[config.mk]
export PLATFORM = sky130hd
export DESIGN_NAME = state_clock_qualifier_synthesizer
export DESIGN_NICKNAME = d
export VERILOG_FILES = /design/src/core/clkq_pkg.sv /design/src/core/state_clock_qualifier_synthesizer.sv
export VERILOG_INCLUDE_DIRS = /design/src /design/src/core
export SDC_FILE = /design/constraint.sdc
export NUM_CORES = 1
export LEC_CHECK = 0
export ABC_AREA = 1
export BUFFER_PORTS_ARGS = -buffer_cell sky130_fd_sc_hd__buf_4
export CORE_ASPECT_RATIO = 1.2
export CORE_MARGIN = 3
export CORE_UTILIZATION = 55
export CTS_CLUSTER_SIZE = 12
export DETAILED_ROUTE_END_ITERATION = 6
export MAX_ROUTING_LAYER = met4
export PLACE_DENSITY = 0.76
export SETUP_SLACK_MARGIN = 0.15
export SYNTH_ARGS = -nofsm -noshare
export SYNTH_HDL_FRONTEND = slang
export SYNTH_SLANG_ARGS = --single-unit
export TNS_END_PERCENT = 5
[constraint.sdc]
create_clock -name ref_clk_in -period 7.4 [get_ports ref_clk_in]
set_input_delay 0.37 -clock ref_clk_in [delete_from_list [all_inputs] [get_ports ref_clk_in]]
set_output_delay 0.37 -clock ref_clk_in [all_outputs]
set_load 0.01 [all_outputs]
[src/core/clkq_defs.svh]
// register map, field positions, reset values and limits of the strobe block
`ifndef CLKQ_DEFS_SVH
`define CLKQ_DEFS_SVH

// ==========================================================================
// register offsets (byte addresses)
`define REG_CTRL        4'h0
`define REG_QUAL        4'h4
`define REG_SYNCWAIT    4'h8
`define REG_STATUS      4'hc

// ==========================================================================
// control register fields
`define CTRL_CUSTOM_QUAL  0
`define CTRL_EDGE_SEL     1
`define CTRL_CUSTOM_SYN   2
`define CTRL_DIVIDE       3
`define CTRL_CNT_LO       4
`define CTRL_CNT_HI       6
`define CTRL_RESET        32'h0000_0000

// ==========================================================================
// qualifier register: condition bits low, care bits from bit 8
`define QUAL_POL_LO       0
`define QUAL_CARE_LO      8
`define QUAL_RESET        32'h0000_0000

// ==========================================================================
// sync and wait settings, two bits each: {care, active_high}
`define SW_SYNC_A         0
`define SW_SYNC_B         2
`define SW_WAIT_A         4
`define SW_WAIT_B         6
`define SW_RESET          32'h0000_0000

// ==========================================================================
// status register fields
`define ST_STATE_LO       16
`define ST_WAIT           18
`define ST_SYNC           19

// ==========================================================================
// synthesis count limits
`define CNT_MAX           3'h4
`define DIV_MIN           3'h1
`endif

[src/core/clkq_pkg.sv]
// types shared by the strobe block
package clkq_pkg;
  // gray coded along idle -> delay count -> divide run
  typedef enum logic [1:0] {
    SYN_IDLE  = 2'b00,
    SYN_DELAY = 2'b01,
    SYN_RUN   = 2'b11
  } syn_state_e;
endpackage : clkq_pkg

[src/core/state_clock_qualifier_synthesizer.sv]
// state strobe qualifier and synthesizer with avalon-mm register access
//
// Summary of operation
// - strobes appear only on master clock edges, rejected edges dropped
// - edge select 0 picks rising, 1 picks falling master clock edge
// - qualifier line group conditions are ANDed to pass an edge
// - without custom qualification, rising edge and no qualifiers apply
// - standard synthesis passes each qualified edge straight through
// - delay mode strobes 0 to 4 edges after sync becomes true
// - delay mode gives one strobe per sync becoming true outside a running delay
// - divide mode divides qualified edges by 1 to 4 after sync
// - divide mode restarts the division whenever sync becomes true
// - sync is OR of two lines, each low, high or ignored
// - delay mode with both sync lines ignored never strobes
// - divide mode with both sync lines ignored has no defined pattern
// - in delay and divide modes each edge with wait asserted adds one edge before the strobe
// - wait is OR of two lines, each low, high or ignored
// - sync is suspended while wait is asserted
// - settings persist until rewritten; only reset restores defaults
// - the same strobe feeds the timing capture in synchronous mode
//
// The register addresses and the Avalon-MM interface to the registers were decided locally.
`include "clkq_defs.svh"

module state_clock_qualifier_synthesizer #(
  parameter int QUAL_LINES = 6,
  parameter int CNT_W      = 16
) (
  input  wire logic                  ref_clk_in,
  input  wire logic                  rstn_in,
  input  wire logic [3:0]            avs_address_in,
  input  wire logic                  avs_read_in,
  input  wire logic                  avs_write_in,
  input  wire logic [31:0]           avs_writedata_in,
  output logic      [31:0]           avs_readdata_out,
  output logic                       avs_waitrequest_out,
  input  wire logic                  master_clk_in,
  input  wire logic [QUAL_LINES-1:0] qualifier_line_group_in,
  input  wire logic                  sync_line_a_in,
  input  wire logic                  sync_line_b_in,
  input  wire logic                  wait_line_a_in,
  input  wire logic                  wait_line_b_in,
  input  wire logic                  timing_sync_mode_in,
  output logic                       state_strobe_out,
  output logic                       timing_strobe_out
);

  if (QUAL_LINES < 1 || QUAL_LINES > 8 || CNT_W < 1 || CNT_W > 16)
  begin : g_bad_params
    $error("qualifier lines must be 1..8 and count width 1..16");
  end

  // ========================================================================
  // reset release
  logic rst_meta_q;
  logic rst_sync_q;

  always_ff @(posedge ref_clk_in or negedge rstn_in)
  begin
    if (!rstn_in)
    begin
      rst_meta_q <= 1'b0;
      rst_sync_q <= 1'b0;
    end
    else
    begin
      rst_meta_q <= 1'b1;
      rst_sync_q <= rst_meta_q;
    end
  end

  wire logic rstn = rst_sync_q;

  // ========================================================================
  // register bus
  logic [31:0] ctrl_q, ctrl_d;
  logic [31:0] qual_q, qual_d;
  logic [31:0] sw_q, sw_d;
  logic [31:0] rdata_q, rdata_d;
  logic        ack_q, ack_d;
  logic        busy_q, busy_d;
  logic [31:0] status;

  always_comb
  begin
    ack_d   = (avs_read_in || avs_write_in) && !ack_q;
    busy_d  = !ack_d;
    rdata_d = rdata_q;
    ctrl_d  = ctrl_q;
    qual_d  = qual_q;
    sw_d    = sw_q;
    if (ack_d)
    begin
      case (avs_address_in)
        `REG_CTRL:     rdata_d = ctrl_q;
        `REG_QUAL:     rdata_d = qual_q;
        `REG_SYNCWAIT: rdata_d = sw_q;
        `REG_STATUS:   rdata_d = status;
        default:       rdata_d = 32'h0000_0000;
      endcase
    end
    // settings change only by a write or by reset, which loads the reset values
    if (ack_q && avs_write_in)
    begin
      case (avs_address_in)
        `REG_CTRL:     ctrl_d = avs_writedata_in;
        `REG_QUAL:     qual_d = avs_writedata_in;
        `REG_SYNCWAIT: sw_d   = avs_writedata_in;
        default:       ;
      endcase
    end
  end

  always_ff @(posedge ref_clk_in or negedge rstn)
  begin
    if (!rstn)
    begin
      ack_q   <= 1'b0;
      busy_q  <= 1'b1;
      rdata_q <= 32'h0000_0000;
      ctrl_q  <= `CTRL_RESET;
      qual_q  <= `QUAL_RESET;
      sw_q    <= `SW_RESET;
    end
    else
    begin
      ack_q   <= ack_d;
      busy_q  <= busy_d;
      rdata_q <= rdata_d;
      ctrl_q  <= ctrl_d;
      qual_q  <= qual_d;
      sw_q    <= sw_d;
    end
  end

  assign avs_readdata_out    = rdata_q;
  assign avs_waitrequest_out = busy_q;

  // ========================================================================
  // settings decode
  wire logic       custom_qual = ctrl_q[`CTRL_CUSTOM_QUAL];
  wire logic       custom_syn  = ctrl_q[`CTRL_CUSTOM_SYN];
  wire logic       divide_mode = ctrl_q[`CTRL_DIVIDE];
  wire logic [2:0] cnt_raw     = ctrl_q[`CTRL_CNT_HI:`CTRL_CNT_LO];
  logic      [2:0] cnt_set;
  logic      [2:0] ratio;

  always_comb
  begin
    cnt_set = (cnt_raw > `CNT_MAX) ? `CNT_MAX : cnt_raw;
    ratio   = (cnt_set < `DIV_MIN) ? `DIV_MIN : cnt_set;
  end

  // a line pair gives a level: ignored lines drop out of the OR
  function automatic logic line_or(input logic [3:0] cfg,
                                   input logic       a,
                                   input logic       b);
    logic hit_a;
    logic hit_b;
    hit_a = cfg[1] && (a == cfg[0]);
    hit_b = cfg[3] && (b == cfg[2]);
    return hit_a || hit_b;
  endfunction : line_or

  wire logic sync_on = line_or(sw_q[`SW_SYNC_B+1:`SW_SYNC_A],
                               sync_line_a_in, sync_line_b_in);
  wire logic wait_on = line_or(sw_q[`SW_WAIT_B+1:`SW_WAIT_A],
                               wait_line_a_in, wait_line_b_in);
  wire logic sync_cared = sw_q[`SW_SYNC_A+1] || sw_q[`SW_SYNC_B+1];

  // ========================================================================
  // edge selection and qualification
  logic mclk_q;
  logic edge_fall;
  logic and_ok;
  logic qual_edge;

  always_comb
  begin
    edge_fall = custom_qual && ctrl_q[`CTRL_EDGE_SEL];
    and_ok    = 1'b1;
    for (int i = 0; i < QUAL_LINES; i++)
    begin
      if (custom_qual && qual_q[`QUAL_CARE_LO+i] &&
          (qualifier_line_group_in[i] != qual_q[`QUAL_POL_LO+i]))
        and_ok = 1'b0;
    end
    qual_edge = and_ok && (edge_fall ? (mclk_q && !master_clk_in)
                                     : (!mclk_q && master_clk_in));
  end

  // ========================================================================
  // synthesis: runs only on qualified edges
  clkq_pkg::syn_state_e st_q, st_d;
  logic [2:0]       cnt_q, cnt_d;
  logic             sync_prev_q, sync_prev_d;
  logic             strobe_q, strobe_d;
  logic [CNT_W-1:0] nstrobe_q, nstrobe_d;
  logic             sync_hit;
  logic             tstrobe_q, tstrobe_d;

  always_comb
  begin
    st_d        = st_q;
    cnt_d       = cnt_q;
    sync_prev_d = sync_prev_q;
    strobe_d    = 1'b0;
    nstrobe_d   = nstrobe_q;
    // wait suspends sync
    sync_hit    = sync_on && !sync_prev_q && !wait_on;
    if (qual_edge)
    begin
      sync_prev_d = sync_on;
      if (!custom_syn)
      begin
        strobe_d = 1'b1;
        st_d     = clkq_pkg::SYN_IDLE;
      end
      else if (wait_on)
      begin
        // edge spent as a wait cycle: nothing advances
        st_d = st_q;
      end
      else if (!divide_mode)
      begin
        case (st_q)
          clkq_pkg::SYN_DELAY:
          begin
            // one strobe per sync: later syncs are ignored meanwhile
            if (cnt_q == 3'h1)
            begin
              strobe_d = 1'b1;
              st_d     = clkq_pkg::SYN_IDLE;
            end
            cnt_d = cnt_q - 3'h1;
          end
          default:
          begin
            st_d = clkq_pkg::SYN_IDLE;
            if (sync_hit && sync_cared)
            begin
              if (cnt_set == 3'h0)
                strobe_d = 1'b1;
              else
              begin
                st_d  = clkq_pkg::SYN_DELAY;
                cnt_d = cnt_set;
              end
            end
          end
        endcase
      end
      else
      begin
        // divide: sync restarts the phase, strobing on that edge
        if (sync_hit)
        begin
          strobe_d = 1'b1;
          st_d     = clkq_pkg::SYN_RUN;
          cnt_d    = ratio - 3'h1;
        end
        else if (st_q == clkq_pkg::SYN_RUN)
        begin
          if (cnt_q == 3'h0)
          begin
            strobe_d = 1'b1;
            cnt_d    = ratio - 3'h1;
          end
          else
            cnt_d = cnt_q - 3'h1;
        end
        else
          st_d = clkq_pkg::SYN_IDLE;
      end
    end
    if (strobe_d)
      nstrobe_d = nstrobe_q + 1'b1;
    tstrobe_d = strobe_d && timing_sync_mode_in;
  end

  always_ff @(posedge ref_clk_in or negedge rstn)
  begin
    if (!rstn)
    begin
      mclk_q      <= 1'b0;
      st_q        <= clkq_pkg::SYN_IDLE;
      cnt_q       <= 3'h0;
      sync_prev_q <= 1'b0;
      strobe_q    <= 1'b0;
      nstrobe_q   <= '0;
      tstrobe_q   <= 1'b0;
    end
    else
    begin
      mclk_q      <= master_clk_in;
      st_q        <= st_d;
      cnt_q       <= cnt_d;
      sync_prev_q <= sync_prev_d;
      strobe_q    <= strobe_d;
      nstrobe_q   <= nstrobe_d;
      tstrobe_q   <= tstrobe_d;
    end
  end

  assign state_strobe_out  = strobe_q;
  assign timing_strobe_out = tstrobe_q;

  always_comb
  begin
    status = 32'h0000_0000;
    status[CNT_W-1:0] = nstrobe_q;
    status[`ST_STATE_LO+1:`ST_STATE_LO] = st_q;
    status[`ST_WAIT] = wait_on;
    status[`ST_SYNC] = sync_on;
  end
endmodule : state_clock_qualifier_synthesizer

==> metrics.md <==
| Metric | Value |
|---|---|
| Rows | 46 |
| Ant diodes | 0 |
| Fin nets | 1080 |
| Clk Tree Root Cell | clkbuf_16 |
| DR WL/cell | 14.9 um |
| R2r worst-path depth | 1 |
| Die H | 134 um |
| Die width | 113 um |
| First-pass GRT wire length | 30400 um |
| DR iter-0 viols | 501 |
| Skew-Pair Late Insertion Delay | 0.42 ns |
| First-pass DRT Iterations | 4 |
| Drc violations | 0 |
| Final setup fails | 0 |
| Status | finished clean |
| CTS max path bufs | 2 |
| Hold Path Depth | 1 |
| Final hold vios | 0 |
| Syn nets | 1007 |
| IO Port Bufs | 86 |
| CTS tree | yes |
| Core Box Area | 13300 sq um |
| Sequential area share after synthesis | 0.523 |
| RR Startpoint | rst_sync_q |
| Clock-pin slew on the worst setup and hold paths | 0.06 ns |
| Mean Syn Cell Area | 7.91 sq um |
| DPL Wire Length | 11600 um |
| Final min period | 2.19 ns |
| Clock skew | 0.00534 ns |
| R2r setup slk | 5.37 ns |
| Post-synth cell types | 37 |
| Final Cycle Share | 0.296 |
| Async SR Flop Fraction | 1.00 |
| H-Tree Level Count | 4 |
| DR vias/cell | 5.27 |
| Leakage | 0.00462 uW |
| I/O pins | 87 |
| Critical Path RT | 7.65 ns |
| Number of CTS-inserted buffers | 17 |
| Number of nets still failing antenna checks after routing | 0 |
| Most common cell after layout, fill and taps aside | nand2_1 |
| Peak VDD IR | 0.156 mV |
| Hold crit path type | input port to flop |
| Yosys warns | 0 |
| WL final | 18000 um |
| PostCTS Resize Cnt | 0 |
| Post-Syn Area | 7510 sq um |
| Starting Density | 0.565 |
| Layout overhead on the synthesized area | 18.2% |
| CP Data Arrival Time | 2.44 ns |
| Die area | 15100 sq um |
| Synth Flop Type | dfrtp_1 |
| Max-cap violation count | 0 |
| Clk sinks | 157 |
| Max FO, Critical Path | 64 |
| Worst-Margin Slew | 1.09 ns |
| Worst reg2reg endpoint | cnt_q[2] |
| Layout cell share with drive strength beyond 1 | 0.153 |
| Cells after Synth | 950 |
| CP Capture Type | flop |
| Relative slew margins | 0.268 |
| Hold_sp | master_clk_in |
| Largest net degree at the start of global routing | 82 |
| Vias in the first global route | 6266 |
| Hold endpoint | mclk_q |
| RSZ-0062 raised after global routing | no |
| GRT Total Usage | 0.258 |
| Power per standard cell area | 279 nW/um^2 |
| Vias | 6351 |
| Setup TNS Final | 0 ns |
| Crit Path Class | input port to flop |
| GPL Wtd Cong | 0.876 |
| Crit start category | input port |
| Most frequent cells in the layout | nand2_1, dfrtp_1, o21ai_0 |
| Antenna violations before repair | 0 |
| Number of flops mapped to enable cells by yosys | 0 |
| Tightest hold margin | 0.101 ns |
| Fmax | 456 MHz |
| Pins over their slew limit | 0 |
| #FFs+latches synth | 157 |
| Congestion Overflow GR | 0 |
| Post-CTS Repair Setup Buffers | 0 |
-- critical path, cell delays in order --
cell	delay, ns
buf_4	0.11
inv_1	0.15
nand3_1	0.18
inv_1	0.09
buf_4	0.36
nand2_2	0.72
nand2_1	0.30
o21ai_0	0.13
-- area by class of cell --
class / count / area [sq um]
Clock buffer: 20 / 457
Timing Repair Buffer: 93 / 701
Tap cell: 168 / 210
Sequential cell: 157 / 3930
Fill cell: 1151 / 4410
Multi-Input combinational cell: 669 / 3100
Clock inverter: 12 / 159
Inverter: 85 / 322
-- layer usage --
metal | GRT usage | wire, um | vias to the layer above
met4 | 0.0828 | 328 | 0
li1 | - | - | 3155
met2 | 0.408 | 8830 | 156
met1 | 0.342 | 8000 | 3013
met5 | - | 0 | -
met3 | 0.0442 | 830 | 27
-- kinds of logic after synthesis --
group	after synthesis	synth area share
AOI/OAI and AO/OA	117	0.0834
xor gates and xnor gates	14	0.0163
adders and majority gates	5	0.00833
buffers and inverters	124	0.0666
DFF	157	0.523
other	1	0.000499
and+or+nand+nor	532	0.302
-- power breakdown --
| part | total (uW) | internal [uW] | switching, uW |
|---|---|---|---|
| Combinational | 443 | 175 | 268 |
| Clock | 903 | 551 | 352 |
| Sequential | 1130 | 1010 | 125 |
| Total | 2480 | 1730 | 745 |
-- sequential cells by signal (all words and copies together) (netlist names) --
| signal | flops |
|---|---|
| state_strobe_out | 1 |
| nstrobe_q | 16 |
| sync_prev_q | 1 |
| st_q | 2 |
| rst_meta_q | 1 |
| qual_q | 32 |
| timing_strobe_out | 1 |
| rst_sync_q | 1 |
| ack_q | 1 |
| mclk_q | 1 |
| ctrl_q | 32 |
| sw_q | 32 |
| avs_readdata_out | 32 |
| cnt_q | 3 |
| avs_waitrequest_out | 1 |
-- cell usage after synthesis (all sizes together), types with 3 or more instances --
| library cell | n | area [sq um] |
|---|---|---|
| a21oi | 4 | 20.0 |
| buf | 10 | 70.1 |
| clkbuf | 29 | 109 |
| dfrtp | 156 | 3900 |
| ha | 5 | 62.6 |
| inv | 84 | 318 |
| nand2 | 417 | 1630 |
| nand3 | 48 | 273 |
| nand3b | 3 | 22.5 |
| nand4 | 23 | 144 |
| nor2 | 32 | 141 |
| nor3 | 8 | 51.3 |
| o2111ai | 4 | 35.0 |
| o21ai | 104 | 521 |
| xnor2 | 6 | 52.6 |
| xor2 | 8 | 70.1 |
-- worst max-delay path by stage --
stage                            from          to  slack [ns]
finish              avs_address_in[3]   qual_q[1]        5.21
global route        avs_address_in[1]   qual_q[1]        4.87
CTS                 avs_address_in[3]   qual_q[1]        5.20
detailed placement  avs_address_in[3]  qual_q[21]        4.81
global placement    avs_address_in[1]  qual_q[18]        4.91
floorplan                  rst_sync_q       ack_q        2.70
-- stage by stage --
stage | total power [uW] | instances | util | worst slack [ns] | area (sq um)
floorplan | 1440 | 950 | - | 2.70 | 7510
global placement | 1560 | 1171 | 0.621 | 4.91 | 8260
detailed placement | 1580 | 1171 | 0.621 | 4.81 | 8260
CTS | 2490 | 1204 | 0.668 | 5.20 | 8880
global route | 2610 | 1204 | 0.668 | 4.87 | 8880
finish | 2480 | 1204 | 0.668 | 5.21 | 8880
-- repair_timing --
item / CTS / global route
hold endpoints to repair: 2 / 0
hold buffers: 1 / 0
endpoints found under the setup margin: 0 / 0
No activity file was read; power rests on OpenSTA's default activity.
